--- config.mk ---
export PLATFORM = sky130hd
export DESIGN_NAME = sacr_top
export DESIGN_NICKNAME = d
export VERILOG_FILES = /design/src/rtl/sacr_pkg.sv /design/src/rtl/sacr_top.sv
export VERILOG_INCLUDE_DIRS = /design/src /design/src/rtl
export SDC_FILE = /design/constraint.sdc
export NUM_CORES = 1
export LEC_CHECK = 0
export BUFFER_PORTS_ARGS = -buffer_cell sky130_fd_sc_hd__buf_2
export CAP_MARGIN = 0
export CORE_ASPECT_RATIO = 0.7
export CORE_UTILIZATION = 51
export CTS_BUF_LIST = sky130_fd_sc_hd__clkbuf_2 sky130_fd_sc_hd__clkbuf_4 sky130_fd_sc_hd__clkbuf_8
export DETAILED_ROUTE_END_ITERATION = 8
export PLACE_DENSITY = 0.93
export RECOVER_POWER = 100
export SLEW_MARGIN = 20
export SYNTH_ARGS = -nofsm -noshare
export SYNTH_HDL_FRONTEND = slang
export SYNTH_SLANG_ARGS = --single-unit
--- constraint.sdc ---
create_clock -name clk -period 3.15 [get_ports clk]
set_clock_uncertainty 0.05 [all_clocks]
set_input_delay 0.315 -clock clk [delete_from_list [all_inputs] [get_ports clk]]
set_output_delay 0.315 -clock clk [all_outputs]
set_load 0.005 [all_outputs]
--- src/rtl/sacr_map.svh ---
// offsets, field positions, reset values and timing counts of the servo option registers
`ifndef SACR_MAP_SVH
`define SACR_MAP_SVH

`define SACR_OFS_PREC     8'h3e
`define SACR_OFS_OPT      8'h3f
`define SACR_OFS_AUX      8'h40
`define SACR_OFS_STAT     8'h41

`define SACR_RST_PREC     16'h0000
`define SACR_RST_OPT      16'h0000
`define SACR_RST_AUX      16'h0000
`define SACR_MASK_PREC    16'hffdf
`define SACR_MASK_OPT     16'h7772
`define SACR_MASK_AUX     16'h000f

// precision and pin direction register
`define SACR_F1N 15
`define SACR_F1D 14
`define SACR_F3N 13
`define SACR_F3D 12
`define SACR_T1N 11
`define SACR_T1U 10
`define SACR_T3N 9
`define SACR_T3U 8
`define SACR_HSRC 7
`define SACR_CMSK 6
`define SACR_LKX 4
`define SACR_COX 3
`define SACR_ALLX 2
`define SACR_MIRX 1
`define SACR_BYP 0
// clock and agc option register
`define SACR_ALT 14
`define SACR_DIV4 13
`define SACR_DIV2 12
`define SACR_CLRU 10
`define SACR_CLRL 9
`define SACR_CLRLU 8
`define SACR_FGN 6
`define SACR_SLQ 5
`define SACR_LPW 4
`define SACR_HALF 1
// aux register
`define SACR_SHOT 0
`define SACR_SLSRC 1
`define SACR_THSRC 2
`define SACR_TCC 3

`define SACR_HOLD_ADDR_DEF 6'h05
`define SACR_HOLD_ADDR_ALT 6'h04
`define SACR_RAM_LO_BASE   6'h00
`define SACR_RAM_UP_BASE   6'h08

`define SACR_CLK_NS        10
`define SACR_CLR_HOLD_NS   50000
`define SACR_CLR_HOLD_CYC  ((`SACR_CLR_HOLD_NS + `SACR_CLK_NS - 1) / `SACR_CLK_NS)

`endif

--- src/rtl/sacr_pkg.sv ---
// types shared by the servo option register block
package sacr_pkg;
    typedef enum logic [2:0] {
        SACR_AMP_1_64,
        SACR_AMP_1_36,
        SACR_AMP_1_32,
        SACR_AMP_1_16,
        SACR_AMP_1_8
    } sacr_amp_t;
    typedef enum logic [1:0] {
        SACR_DIV_1,
        SACR_DIV_2,
        SACR_DIV_4
    } sacr_div_t;
endpackage

--- src/rtl/sacr_top.sv ---
// servo option registers: precision, pin direction, clock division, agc test, ram clear
//
// Strobed register access was chosen for this implementation.
`timescale 1ns/10ps
`include "sacr_map.svh"
module sacr_top #(
    parameter int CLR_HOLD_CYC = `SACR_CLR_HOLD_CYC
) (
    // clock and reset
    input  wire logic              clk,
    input  wire logic              nrst,
    // register port
    input  wire logic [7:0]        reg_addr,
    input  wire logic [15:0]       reg_wdata,
    input  wire logic              reg_wr,
    input  wire logic              reg_rd,
    output logic [15:0]            reg_rdata,
    // filter precision
    output logic                   focus_stage1_precise_normal,
    output logic                   focus_stage1_precise_down,
    output logic                   focus_stage3_precise_normal,
    output logic                   focus_stage3_precise_down,
    output logic                   track_stage1_precise_normal,
    output logic                   track_stage1_precise_up,
    output logic                   track_stage3_precise_normal,
    output logic                   track_stage3_precise_up,
    // filter input routing
    output logic [5:0]             focus_hold_src_addr,
    output logic                   sled_src_from_track,
    output logic                   trkhold_src_from_track,
    output logic                   center_correction_en,
    // internally generated detector signals
    input  wire logic              lock_int,
    input  wire logic              cross_int,
    input  wire logic              mirror_int,
    input  wire logic              defect_int,
    input  wire logic              focus_ok_int,
    // two-way detector pins
    input  wire logic              lock_pin_in,
    output logic                   lock_pin_out,
    output logic                   lock_pin_oe_n,
    input  wire logic              cross_pin_in,
    output logic                   cross_pin_out,
    output logic                   cross_pin_oe_n,
    input  wire logic              mirror_pin_in,
    output logic                   mirror_pin_out,
    output logic                   mirror_pin_oe_n,
    input  wire logic              defect_pin_in,
    output logic                   defect_pin_out,
    output logic                   defect_pin_oe_n,
    input  wire logic              focus_ok_pin_in,
    output logic                   focus_ok_pin_out,
    output logic                   focus_ok_pin_oe_n,
    // detector signals in use
    output logic                   lock_eff,
    output logic                   cross_eff,
    output logic                   mirror_detect,
    output logic                   defect_detect,
    output logic                   focus_ok,
    // servo master clock
    input  wire logic              clk_div_select_pin,
    output sacr_pkg::sacr_div_t    clk_div_ratio,
    output logic                   servo_master_clk,
    // agc test sine
    input  wire logic              agc_focus_amp_sel,
    input  wire logic              agc_track_amp_sel,
    output sacr_pkg::sacr_amp_t    agc_focus_amp,
    output sacr_pkg::sacr_amp_t    agc_track_amp,
    output logic                   agc_sine_step,
    // data ram clear port
    output logic                   ram_clr_we,
    output logic [5:0]             ram_clr_addr,
    output logic [15:0]            ram_clr_data,
    // anti-shock and focus search
    input  wire logic              shock_active,
    input  wire logic              shock_detect,
    output logic                   focus_force_gain_normal,
    output logic                   search_step,
    output logic                   shared_buffer_low_power,
    output logic                   shock_flag_pin_out,
    output logic                   shock_flag_pin_oe_n
);
    import sacr_pkg::*;

    // ---------------------------------------------------------------
    // helpers
    // ---------------------------------------------------------------
    // common amplitude table
    function automatic sacr_amp_t amp_f(input logic alt, input logic f_sel,
                                        input logic t_sel, input logic track);
        sacr_amp_t a;
        a = SACR_AMP_1_16;
        if (alt) begin
            case ({f_sel, t_sel})
                2'b00:   a = SACR_AMP_1_64;
                2'b01:   a = SACR_AMP_1_32;
                2'b10:   a = SACR_AMP_1_16;
                default: a = SACR_AMP_1_8;
            endcase
        end else if (track) begin
            a = t_sel ? SACR_AMP_1_8 : SACR_AMP_1_16;
        end else begin
            a = f_sel ? SACR_AMP_1_16 : SACR_AMP_1_36;
        end
        return a;
    endfunction

    // ---------------------------------------------------------------
    // register file
    // ---------------------------------------------------------------
    logic [15:0] prec_q, prec_d;
    logic [15:0] opt_q, opt_d;
    logic [15:0] aux_q, aux_d;
    logic [15:0] rdata_q, rdata_d;
    logic [15:0] stat_w;
    logic        hold_ok_q, hold_ok_d;

    // fixed-zero positions are dropped so they always read back low
    always_comb begin
        prec_d = prec_q;
        opt_d = opt_q;
        aux_d = aux_q;
        rdata_d = 16'h0000;
        if (reg_wr) begin
            case (reg_addr)
                `SACR_OFS_PREC: prec_d = reg_wdata & `SACR_MASK_PREC;
                `SACR_OFS_OPT:  opt_d = reg_wdata & `SACR_MASK_OPT;
                `SACR_OFS_AUX:  aux_d = reg_wdata & `SACR_MASK_AUX;
                default: ;
            endcase
        end
        if (reg_rd) begin
            case (reg_addr)
                `SACR_OFS_PREC: rdata_d = prec_q;
                `SACR_OFS_OPT:  rdata_d = opt_q;
                `SACR_OFS_AUX:  rdata_d = aux_q;
                `SACR_OFS_STAT: rdata_d = stat_w;
                default:        rdata_d = 16'h0000;
            endcase
        end
    end

    always_ff @(posedge clk or negedge nrst) begin
        if (!nrst) begin
            prec_q <= `SACR_RST_PREC;
            opt_q <= `SACR_RST_OPT;
            aux_q <= `SACR_RST_AUX;
            rdata_q <= 16'h0000;
        end else begin
            prec_q <= prec_d;
            opt_q <= opt_d;
            aux_q <= aux_d;
            rdata_q <= rdata_d;
        end
    end

    assign reg_rdata = rdata_q;

    // ---------------------------------------------------------------
    // filter precision and routing
    // ---------------------------------------------------------------
    // focus and tracking first and third stages
    assign focus_stage1_precise_normal = prec_q[`SACR_F1N];
    assign focus_stage1_precise_down = prec_q[`SACR_F1D];
    assign focus_stage3_precise_normal = prec_q[`SACR_F3N];
    assign focus_stage3_precise_down = prec_q[`SACR_F3D];
    assign track_stage1_precise_normal = prec_q[`SACR_T1N];
    assign track_stage1_precise_up = prec_q[`SACR_T1U];
    assign track_stage3_precise_normal = prec_q[`SACR_T3N];
    assign track_stage3_precise_up = prec_q[`SACR_T3U];
    assign focus_hold_src_addr = prec_q[`SACR_HSRC] ? `SACR_HOLD_ADDR_ALT
                                                     : `SACR_HOLD_ADDR_DEF;
    assign sled_src_from_track = aux_q[`SACR_SLSRC];
    assign trkhold_src_from_track = aux_q[`SACR_THSRC];
    assign center_correction_en = aux_q[`SACR_TCC]
                                  & ~(prec_q[`SACR_CMSK] & ~focus_ok);

    // ---------------------------------------------------------------
    // detector pin direction
    // ---------------------------------------------------------------
    logic mir_ext;
    logic all_ext;

    assign lock_eff = prec_q[`SACR_LKX] ? lock_pin_in : lock_int;
    assign lock_pin_out = lock_int;
    assign lock_pin_oe_n = prec_q[`SACR_LKX];
    assign cross_eff = prec_q[`SACR_COX] ? cross_pin_in : cross_int;
    assign cross_pin_out = cross_int;
    assign cross_pin_oe_n = prec_q[`SACR_COX];
    assign all_ext = prec_q[`SACR_ALLX];
    assign mir_ext = all_ext | prec_q[`SACR_MIRX];
    assign mirror_detect = mir_ext ? mirror_pin_in : mirror_int;
    assign defect_detect = all_ext ? defect_pin_in : defect_int;
    assign focus_ok = all_ext ? focus_ok_pin_in : focus_ok_int;
    assign mirror_pin_out = mirror_int;
    assign mirror_pin_oe_n = mir_ext;
    assign defect_pin_out = defect_int;
    assign defect_pin_oe_n = all_ext;
    assign focus_ok_pin_out = focus_ok_int;
    assign focus_ok_pin_oe_n = all_ext;

    // ---------------------------------------------------------------
    // servo master clock enable
    // ---------------------------------------------------------------
    sacr_div_t  ratio;
    logic [1:0] div_q, div_d;

    always_comb begin
        if (prec_q[`SACR_BYP]) begin
            ratio = SACR_DIV_1;
        end else if (opt_q[`SACR_DIV2]) begin
            ratio = SACR_DIV_2;
        end else if (opt_q[`SACR_DIV4]) begin
            ratio = SACR_DIV_4;
        end else begin
            ratio = clk_div_select_pin ? SACR_DIV_2 : SACR_DIV_1;
        end
    end

    always_comb begin
        case (ratio)
            SACR_DIV_1: servo_master_clk = 1'b1;
            SACR_DIV_2: servo_master_clk = div_q[0];
            SACR_DIV_4: servo_master_clk = &div_q;
            default:    servo_master_clk = 1'b1;
        endcase
        div_d = div_q + 2'd1;
    end

    assign clk_div_ratio = ratio;

    // ---------------------------------------------------------------
    // agc sine, focus search pacing
    // ---------------------------------------------------------------
    logic       sine_tog_q, sine_tog_d;
    logic [1:0] slope_q, slope_d;

    assign agc_focus_amp = amp_f(opt_q[`SACR_ALT], agc_focus_amp_sel, agc_track_amp_sel, 1'b0);
    assign agc_track_amp = amp_f(opt_q[`SACR_ALT], agc_focus_amp_sel, agc_track_amp_sel, 1'b1);

    always_comb begin
        sine_tog_d = sine_tog_q ^ servo_master_clk;
        slope_d = servo_master_clk ? slope_q + 2'd1 : slope_q;
        agc_sine_step = servo_master_clk & (~opt_q[`SACR_HALF] | sine_tog_q);
        search_step = servo_master_clk & (~opt_q[`SACR_SLQ] | (&slope_q));
    end

    // ---------------------------------------------------------------
    // data ram clear
    // ---------------------------------------------------------------
    logic [2:0]  clr_idx_q, clr_idx_d;
    logic [12:0] hold_cnt_q, hold_cnt_d;
    logic        clr_lo, clr_up, lo_held;

    // lower range cleared whenever SACR_CLRL is set, and with SACR_CLRLU only while unlocked
    assign clr_lo = opt_q[`SACR_CLRL] | (opt_q[`SACR_CLRLU] & ~lock_eff);
    assign clr_up = opt_q[`SACR_CLRU];
    assign lo_held = opt_q[`SACR_CLRL] | opt_q[`SACR_CLRLU];

    // index 0..2 walks the lower range, 3..5 the upper range
    always_comb begin
        clr_idx_d = (clr_idx_q == 3'd5) ? 3'd0 : clr_idx_q + 3'd1;
        if (clr_idx_q < 3'd3) begin
            ram_clr_we = clr_lo;
            ram_clr_addr = `SACR_RAM_LO_BASE + {4'h0, clr_idx_q[1:0]};
        end else begin
            ram_clr_we = clr_up;
            ram_clr_addr = `SACR_RAM_UP_BASE + {3'h0, clr_idx_q - 3'd3};
        end
        ram_clr_data = 16'h0000;
    end

    always_comb begin
        hold_cnt_d = hold_cnt_q;
        hold_ok_d = hold_ok_q;
        if (!lo_held) begin
            hold_cnt_d = 13'h0000;
        end else if (hold_cnt_q != CLR_HOLD_CYC[12:0]) begin
            hold_cnt_d = hold_cnt_q + 13'd1;
        end
        if (lo_held && hold_cnt_q == CLR_HOLD_CYC[12:0] - 13'd1) begin
            hold_ok_d = 1'b1;
        end else if (reg_wr && reg_addr == `SACR_OFS_OPT && lo_held
                     && !(reg_wdata[`SACR_CLRL] | reg_wdata[`SACR_CLRLU])
                     && hold_cnt_q != CLR_HOLD_CYC[12:0]) begin
            hold_ok_d = 1'b0;
        end
    end

    always_ff @(posedge clk or negedge nrst) begin
        if (!nrst) begin
            div_q <= 2'b00;
            sine_tog_q <= 1'b0;
            slope_q <= 2'b00;
            clr_idx_q <= 3'd0;
            hold_cnt_q <= 13'h0000;
            hold_ok_q <= 1'b1;
        end else begin
            div_q <= div_d;
            sine_tog_q <= sine_tog_d;
            slope_q <= slope_d;
            clr_idx_q <= clr_idx_d;
            hold_cnt_q <= hold_cnt_d;
            hold_ok_q <= hold_ok_d;
        end
    end

    // ---------------------------------------------------------------
    // anti-shock, buffers, status
    // ---------------------------------------------------------------
    // force gain normal on shock
    assign focus_force_gain_normal = opt_q[`SACR_FGN] & shock_active & shock_detect;
    assign shared_buffer_low_power = opt_q[`SACR_LPW];
    // shock flag pin, high means vibration
    assign shock_flag_pin_out = shock_detect;
    assign shock_flag_pin_oe_n = ~aux_q[`SACR_SHOT];

    assign stat_w = {7'h00, hold_ok_q, clk_div_ratio, focus_ok, defect_detect,
                     mirror_detect, cross_eff, lock_eff, shock_detect};
endmodule

======== Word level (Yosys, flattened, before mapping) ========
Cells that the tools add are included.
cells by class
  divide/modulo/power cells ............... 0
  multiplexer cells ....................... 25
  add/subtract/negate cells ............... 6
  $mul .................................... 0
  reductions and logical operators ........ 13
  $lt $le $gt $ge ......................... 1
  bitwise gates (word level) .............. 20
  shifts and indexed selects .............. 0
  equality and inequality tests ........... 12
operator list
  operator                                                         count
  16-bit one-hot mux with 4 select lines                           1
  13-bit 2-to-1 mux                                                2
  8-bit by 6-bit == test with 1-bit output, second input constant  2
  8-bit by 7-bit == test with 1-bit output, second input constant  2
  16-bit 2-to-1 mux                                                1
  13-bit by 1-bit adder with 13-bit output, second input constant  1
  13-bit == test, second input constant                            1
  13-bit != test, second input constant                            1
  3-bit 2-to-1 mux                                                 4
  1-bit 2-to-1 mux                                                 10
  2-bit AND reduction                                              5
  3-bit one-hot mux with 3 select lines                            1
  2-bit 2-to-1 mux                                                 4
  1-bit AND                                                        7
  1-bit inverter                                                   6
  1-bit bitwise OR                                                 6
  4-bit by 3-bit adder with 5-bit output, first input constant     1
  1-bit logical AND                                                5
  5-bit 2-to-1 mux                                                 1
  2-bit by 1-bit adder with 2-bit output, second input constant    2
  2-bit by 1-bit == test with 1-bit output, second input constant  2
  2-bit == test, second input constant                             2
  3-bit by 1-bit adder with 3-bit output, second input constant    1
  3-bit == test, second input constant                             1
  8 further kinds                                                  8
word-level totals
  word-level logic and storage cells ...... 87
  latch bits .............................. 0
  bits in registers ....................... 67
  bits in read-only memories .............. 0
  memories ................................ 0
  memory bits (writable) .................. 0

======== Logic depth before layout (Yosys ltp) ========
Gate-level depths: netlist (run 1).
  depth in word-level cells ............... 7
  gate-level depth with buffers ........... 6
  depth with buffers taken out ............ 6

======== Least setup slack after synthesis (run 1) ========
OpenSTA, ideal clock, no wires.
  path type ............................... flip-flop to flip-flop
  start point ............................. reg opt_q[13]
  end point ............................... reg slope_q[1]
  path buffers ............................ 0
  stages on the path, launching flop included .. 7
  slack ................................... 0.867 ns
  data arrival time ....................... 2.108 ns
  clock period less this slack ............ 2.283 ns
  cells stage by stage .................... dfrtp_1 -> nand2b_1 -> a21oi_1 -> inv_1 -> ha_1 -> a221oi_1 -> mux2_2
between the ends
  longest elaborated chain between the ends .. 5
  elaborated cells between the ends (all ways) .. 6
ends and longest elaborated chain
  item                                                                              RTL line         source
  start: declaration                                                                sacr_top.sv:112  logic [15:0] opt_q, opt_d;
  start signal: assignment                                                          sacr_top.sv:146  opt_q <= `SACR_RST_OPT;
  start signal: assignment                                                          sacr_top.sv:151  opt_q <= opt_d;
  2-bit 2-to-1 mux (*)                                                              sacr_top.sv:213  end else if (opt_q[`SACR_DIV4]) begin
  2-bit 2-to-1 mux (*)                                                              sacr_top.sv:211  end else if (opt_q[`SACR_DIV2]) begin
  2-bit 2-to-1 mux (*)                                                              sacr_top.sv:209  if (prec_q[`SACR_BYP]) begin
  via clk_div_ratio[0]                                                              sacr_top.sv:62   output sacr_pkg::sacr_div_t clk_div_ratio,
  2-bit == test / 2-bit by 1-bit == test with 1-bit output (equally long branches)  sacr_top.sv:221  case (ratio)
  1-bit one-hot mux with 2 select lines (*)                                         sacr_top.sv:221
  end signal: assignment                                                            sacr_top.sv:301  slope_q <= slope_d;
  end: declaration                                                                  sacr_top.sv:236  logic [1:0] slope_q, slope_d;
The timed path passes the listed nets; every way through them passes the cells marked *.
A chain may end at the register's enable or synchronous reset.

======== Final worst setup path (run 1) ========
  start point ............................. reg opt_q[13]
  end point ............................... out search_step
between the ends
  longest elaborated chain between the ends .. 6
  elaborated cells between the ends (all ways) .. 7
ends and longest elaborated chain
  item                                                                              RTL line         source
  2-bit 2-to-1 mux (*)                                                              sacr_top.sv:213
  2-bit 2-to-1 mux (*)                                                              sacr_top.sv:211
  2-bit 2-to-1 mux (*)                                                              sacr_top.sv:209
  2-bit == test / 2-bit by 1-bit == test with 1-bit output (equally long branches)  sacr_top.sv:221
  1-bit one-hot mux with 2 select lines (*)                                         sacr_top.sv:221
  1-bit AND (*)                                                                     sacr_top.sv:245  search_step = servo_master_clk & (~opt_q[`SACR_SLQ] | (&slope_q));
  end: declaration                                                                  sacr_top.sv:78   output logic search_step,
Every way passes the cells marked *; elsewhere a longest branch is shown, timed or not.

==> flow_summary.toml, run 1 <==
[sta]
fmax_mhz = 369
fin_crit_sh_pct = 85.9
worst_pin_slew_ps = 1800
maxSlewHeadroom_pct = -21.0
slew_violations = 11
tns_ps = 0
hold_viol_final = 0
period_needed_ps = 2710
finalSetupViolations = 0
grt_setup_unrepaired = "false"

[cts]
post_cts_buffers = 0
cts_sinks = 67
cts.hold.buffers_added = 1
clockBufferDepth = 2
path_clk_slew_ps = 70
cts_resized = 0
insertion_delay_ps = 340
numCtsBuffers = 9
cts_tree = "done"
root_buffer = "clkbuf_8"
h-tree-depth = 3

[worst_setup_path]
worstSetupPathType = "register to primary output"
worst_setup_path_end_kind = "primary output"
critPathLaunchType = "register"
critPathMaxFanout = 6
cp.arrival_ps = 2340
worstPathRequired_ps = 2780

[final_layout]
instances_no_fill = 509
fin_area_um2 = 4100
multi_input_area_um2 = 1520
final_nets = 466
seqCellArea_um2 = 1680
synthToLayoutAreaGrowth_pct = 17.2
final_common_cell = "buf_2"
final_cell_mix = "buf_2, dfrtp_1, mux2_2"
fill_cells = 568
n_antenna_cell = 0
drive_gt1_share_pct = 31.8
final_util_pct = 63.7

[grt]
grt_pass1_vias = 2593
grt_usage_pct = 23.4
antenna_found_initial = 0
grt_max_degree = 51
grt_pass1_wl_um = 12600
grt-ovfl-total = 0

[synth]
synth_async_sr_flop_share_pct = 100
synth_flop_cell = "dfrtp_1"
post_synth.cell_area_avg_um2 = 11.1
synth.area.top_cells = "dfrtp_1, mux2_2, buf_4"
synth_cell_type_count = 45
yosysTopAreaCellShare_pct = 47.3
synth-edff-count = 0
yosysTopAreaCell = "dfrtp_1"
synth_seq_cells = 67
synthCells = 315
seq_area_frac_synth_pct = 48.0
syn-cell-area_um2 = 3490
yosys_warnings = 0

[power]
leakagePower_nw = 2.02
power_density_nw_per_um2 = 462
peakVddDrop_uv = 232
p_total_mw = 1.89

[floorplanning]
floorplan.rows = 24
die_height_um = 71.3
ioPinCount = 129
die_area_um2 = 7190
start_util_pct = 54.4
die_w_um = 101
fp.coreArea_um2 = 6430

[placed_design]
placedInstanceArea_um2 = 3950
place_inst = 492
dpl.hpwl_um = 5820
portBuffers = 105
gp_congestion = 0.805

[routing]
firstDrtPassIters = 4
antenna_left = 0
drc = 0
drt_iter0_drc = 87
wire_per_inst_um = 15.5
via_per_inst = 5.25
via_count = 2670
wirelength_um = 7880

[outcome]
violations = "max-capacitance violations, max-slew violations"
status = "finished with violations"

[hold_path]
hold_path.class = "primary input to register"

[flow_run]
cap_violations = 1
[worst paths after layout]
check / startpoint / endpoint / slack, ps / cells after the start
worst max-delay path: opt_q[13] / search_step / 440 / 8
worst min-delay path: reg_wdata[7] / prec_q[7] / 160 / 2
worst max register to register: opt_q[13] / slope_q[1] / 830 / 7
worst min register to register: div_q[0] / div_q[0] / 410 / 1
max in group asynchronous: nrst / hold_cnt_q[4] / 750 / 3
min in group asynchronous: nrst / sine_tog_q / 590 / 2
[flip-flops by register name, indices dropped and copies added, names as in the netlist]
signal,flops
aux_q,4
opt_q,10
div_q,2
prec_q,15
sine_tog_q,1
hold_ok_q,1
slope_q,2
clr_idx_q,3
reg_rdata,16
hold_cnt_q,13
[cell families (layout without fill, tap and decap cells)]
| kind of cell | after synthesis | in the layout | synth area share [%] |
|---|---|---|---|
| xor gates and xnor gates | 11 | 11 | 2.76 |
| DFF | 67 | 67 | 48.0 |
| buffers and inverters | 60 | 142 | 9.92 |
| adders and majority gates | 10 | 10 | 3.58 |
| other | 2 | 23 | 0.215 |
| and+or+nand+nor | 81 | 81 | 13.7 |
| muxes | 48 | 48 | 15.1 |
| AOI/OAI and AO/OA | 36 | 36 | 6.66 |
[critical path, cell delays in order, from the launching register on]
cell and delay [ps]:
dfrtp_1 410, nand2b_1 150, a21oi_1 330, inv_1 90
ha_1 300, a221oi_1 200, clkbuf_1 300, a21oi_1 90
clkbuf_1 120
[area by class of cell]
class                   count  share of cell area [%]
multi-input cells         209                    37.0
clock inverters             4                    1.16
inverters                  18                    1.65
well taps                  91                    2.78
flip-flops and latches     67                    41.0
clock buffers              12                    4.03
repair buffers            108                    12.4
[cells in the mapped netlist (3+ instances only)]
master	n
nor2_1	22
a21oi_1	12
nand2_1	9
xnor2_1	9
or3_1	4
a32oi_1	4
nor2b_1	5
nor3_1	4
buf_2	4
buf_4	31
mux2i_1	9
and3_1	4
nand3_1	10
o21ai_0	7
nand4_1	4
ha_1	10
dfrtp_1	66
clkbuf_1	7
mux2_2	39
nand2b_1	3
inv_1	18
[layer usage]
| layer | track usage, % | vias up | routed length [µm] |
|---|---|---|---|
| met4 | 6.76 | 0 | 122 |
| met3 | 7.02 | 12 | 540 |
| met5 | 0 | - | 0 |
| li1 | - | 1235 | - |
| met2 | 39.2 | 121 | 3740 |
| met1 | 29.6 | 1302 | 3480 |
[per-stage QoR]
step	worst slack (ps)	hold slack, ps
floorplan	867	-30.6
global placement	692	201
detailed placement	594	205
CTS	570	150
global route	251	149
finish	443	159
[report_power, final]
group	internal, mW	switching [mW]	total (mW)
logic	0.100	0.114	0.214
registers	0.900	0.0341	0.935
clock network	0.427	0.319	0.746
(Power assumes the default switching activity.)
==> inputs of run 2 (changes only) <==
Settings changed: MAX_ROUTING_LAYER from default to met4.
==> flow_summary.toml, run 2 (same netlist as run 1, synthesis figures left out) <==
[routing]
via_per_inst = 5.25
wirelength_um = 7920
via_count = 2671
firstDrtPassIters = 4
antenna_left = 0
wire_per_inst_um = 15.6
drt_iter0_drc = 98
drc = 0

[grt]
grt_max_degree = 51
grt_usage_pct = 24.0
grt-ovfl-total = 0
grt_pass1_wl_um = 12600
antenna_found_initial = 0
grt_pass1_vias = 2593

[floorplanning]
die_w_um = 101
ioPinCount = 129
die_height_um = 71.3
start_util_pct = 54.4
fp.coreArea_um2 = 6430
floorplan.rows = 24
die_area_um2 = 7190

[worst_setup_path]
worstPathRequired_ps = 2780
cp.arrival_ps = 2340
worst_setup_path_end_kind = "primary output"
critPathMaxFanout = 6
worstSetupPathType = "register to primary output"
critPathLaunchType = "register"

[sta]
maxSlewHeadroom_pct = -23.4
hold_viol_final = 0
fin_crit_sh_pct = 86.0
worst_pin_slew_ps = 1830
finalSetupViolations = 0
whs_ps = 157
slew_violations = 11
grt_setup_unrepaired = "false"
fmax_mhz = 369
tns_ps = 0
period_needed_ps = 2710

[final_layout]
synthToLayoutAreaGrowth_pct = 17.2
largest_reg_flops = 16
fill_cells = 568
seqCellArea_um2 = 1680
n_antenna_cell = 0
final_nets = 466
fin_area_um2 = 4100
multi_input_area_um2 = 1520
drive_gt1_share_pct = 31.8
final_cell_mix = "buf_2, dfrtp_1, mux2_2"
final_common_cell = "buf_2"

[flow_run]
cap_violations = 1

[placed_design]
dpl.hpwl_um = 5820
gp_congestion = 0.816
placedInstanceArea_um2 = 3950
portBuffers = 105

[cts]
path_clk_slew_ps = 70
post_cts_buffers = 0
h-tree-depth = 3
numCtsBuffers = 9
cts_resized = 0
clockBufferDepth = 2
cts_sinks = 67
insertion_delay_ps = 350
cts_tree = "done"
root_buffer = "clkbuf_8"

[power]
power_density_nw_per_um2 = 463
peakVddDrop_uv = 233
leakagePower_nw = 2.02

[outcome]
status = "finished with violations"
violations = "max-capacitance violations, max-slew violations"

[hold_path]
hold_path.class = "primary input to register"
-- run 2: cell counts in the layout (fill, tap and decap cells not counted) --
Identical to the previous run, type by type.
-- run 2: worst paths after layout --
| path | startpoint | cells after the start | end | slack (ps) |
|---|---|---|---|---|
| hold reg to reg | div_q[0] | 1 | div_q[0] | 410 |
| hold / removal | reg_wdata[7] | 2 | prec_q[7] | 160 |
| setup reg to reg | opt_q[13] | 7 | slope_q[1] | 830 |
| max in group asynchronous | nrst | 3 | hold_cnt_q[4] | 770 |
| setup / recovery | opt_q[13] | 8 | search_step | 440 |
| min in group asynchronous | nrst | 2 | slope_q[1] | 590 |
-- run 2: cell type report --
type                       instances  share of cell area, %
inverter                          18                   1.65
clock buffer                      12                   4.03
sequential                        67                   41.0
timing repair buffer             108                   12.4
tap                               91                   2.78
clock inverter                     4                   1.16
multi-input combinational        209                   37.0
-- run 2: stage by stage --
step	worst slack, ps	util (%)	instances	total power, mW
floorplan	867	-	336	1.09
global placement	692	61.4	492	1.16
detailed placement	594	61.4	492	1.17
CTS	570	64.9	509	1.92
global route	251	63.7	509	1.98
finish	442	63.7	509	1.90
-- run 2: power by group --
group          internal [mW]  leakage [nW]  switching, mW
clock                  0.427         0.108          0.320
combinational          0.100         0.995          0.114
sequential             0.900         0.912         0.0342
-- run 2: worst max-delay path: stages (launching register included) --
cell	delay (ps)
dfrtp_1	410
nand2b_1	150
a21oi_1	330
inv_1	90
ha_1	300
a221oi_1	210
clkbuf_1	300
a21oi_1	90
clkbuf_1	120
-- run 2: per-layer routing --
| layer | GRT usage (%) | share of wire (%) |
|---|---|---|
| met1 | 29.5 | 44 |
| met2 | 39.2 | 48 |
| met3 | 6.83 | 7.5 |
| met4 | 6.76 | 0.96 |
| met5 | - | 0 |
-- run 2: what timing repair did --
action | 4_1_cts | 5_1_grt
hold buffers | 1 | 0
endpoints found under the hold margin | 17 | 0
endpoints found under the setup margin | 0 | 0
==> inputs of run 3 (changes only) <==
--- a/constraint.sdc
+++ b/constraint.sdc
@@ -3,3 +3,3 @@
 set_input_delay 0.315 -clock clk [delete_from_list [all_inputs] [get_ports clk]]
 set_output_delay 0.315 -clock clk [all_outputs]
-set_load 0.005 [all_outputs]
+set_load 0.02 [all_outputs]
==> flow_summary.toml, run 3 (same netlist as run 1, synthesis figures left out) <==
[grt]
grt_pass1_wl_um = 12100
grt_max_degree = 54
grt_usage_pct = 23.5
grt_pass1_vias = 2476
antenna_found_initial = 0
grt-ovfl-total = 0

[power]
power_frac_seq_pct = 49.6
p_int_mw = 1.36
switchingPower_uw = 528
clkPwrFrac_pct = 35.8
p_total_mw = 1.88
pwr-share-comb_pct = 14.6
sw_frac_of_total_pct = 28.0
power_density_nw_per_um2 = 467
leakagePower_nw = 1.89
peakVddDrop_uv = 231

[cts]
cts_tree = "done"
insertion_delay_ps = 340
cts_resized = 0
cts_sinks = 67
clockBufferDepth = 2
numCtsBuffers = 9
root_buffer = "clkbuf_8"
post_cts_buffers = 0
h-tree-depth = 3
cts.hold.buffers_added = 1
path_clk_slew_ps = 70

[sta]
grt_setup_unrepaired = "false"
fin_crit_sh_pct = 84.4
maxSlewHeadroom_pct = -23.8
hold_viol_final = 0
tns_ps = 0
finalSetupViolations = 0
fmax_mhz = 376
worst_pin_slew_ps = 1840
period_needed_ps = 2660
slew_violations = 11

[worst_setup_path]
critPathMaxFanout = 10
worst_setup_path_end_kind = "register"
worstSetupPathType = "primary input to register"
worstPathRequired_ps = 3370
cp.arrival_ps = 2880
critPathLaunchType = "primary input"

[final_layout]
n_antenna_cell = 0
fill_cells = 595
multi_input_area_um2 = 1520
drive_gt1_share_pct = 24.6
largest_reg_flops = 16
final_cell_mix = "dfrtp_1, clkbuf_1, buf_2"
final_nets = 468
final_common_cell = "dfrtp_1"
synthToLayoutAreaGrowth_pct = 15.5
fin_area_um2 = 4040
final_util_pct = 62.8
seqCellArea_um2 = 1680

[routing]
drt_iter0_drc = 120
via_count = 2686
wirelength_um = 7800
firstDrtPassIters = 4
antenna_left = 0
via_per_inst = 5.27
drc = 0
wire_per_inst_um = 15.3

[outcome]
violations = "max-capacitance violations, max-slew violations"
status = "finished with violations"

[placed_design]
portBuffers = 105
gp_congestion = 0.802
dpl.hpwl_um = 5800
placedInstanceArea_um2 = 3960

[floorplanning]
ioPinCount = 129
die_height_um = 71.3
floorplan.rows = 24
die_area_um2 = 7190
fp.coreArea_um2 = 6430
die_w_um = 101
start_util_pct = 54.4

[hold_path]
hold_path.class = "primary input to register"

[flow_run]
cap_violations = 1
==> run 3: cell type report <==
type | instances | share of cell area [%]
Timing Repair Buffer | 110 | 11.9
Multi-Input combinational cell | 209 | 37.5
Clock inverter | 6 | 1.43
Inverter | 18 | 1.67
Sequential cell | 67 | 41.6
Clock buffer | 9 | 3.07
Tap cell | 91 | 2.82
==> run 3: power groups by stage <==
stage	combinational, mW	clock [mW]	sequential [mW]
global placement	0.269	0	0.946
CTS	0.290	0.683	0.933
global route	0.307	0.727	0.938
detailed placement	0.287	0	0.950
finish	0.275	0.674	0.934
floorplan	0.195	0	0.950
==> run 3: worst paths after layout <==
kind	start	endpoint	slack, ps	cells after the start
setup / recovery	reg_addr[5]	reg_rdata[6]	490	5
hold / removal	reg_wdata[15]	prec_q[15]	160	2
setup reg to reg	hold_cnt_q[5]	hold_cnt_q[1]	890	4
hold reg to reg	div_q[0]	div_q[0]	420	1
max in group asynchronous	nrst	reg_rdata[10]	830	3
min in group asynchronous	nrst	prec_q[2]	500	2
==> run 3: stage by stage <==
stage / hold slack, ps / setup WS (ps) / std cells
floorplan: -30.6 / 576 / 336
global placement: 178 / 942 / 494
global route: 159 / 345 / 510
CTS: 150 / 556 / 510
finish: 160 / 491 / 510
detailed placement: 177 / 843 / 494
==> run 3: worst max-delay path: stages <==
cell	delay (ps)
buf_2	100
or4b_1	510
nor4_1	1400
a32oi_1	360
nor2b_1	190
==> run 3: layer usage <==
metal	up-vias	global-route usage, %	part of all wire (%)
met5	-	-	0
met4	0	9.50	1.9
met3	14	5.76	7.2
met2	130	37.9	48
met1	1312	28.7	43
li1	1230	-	-
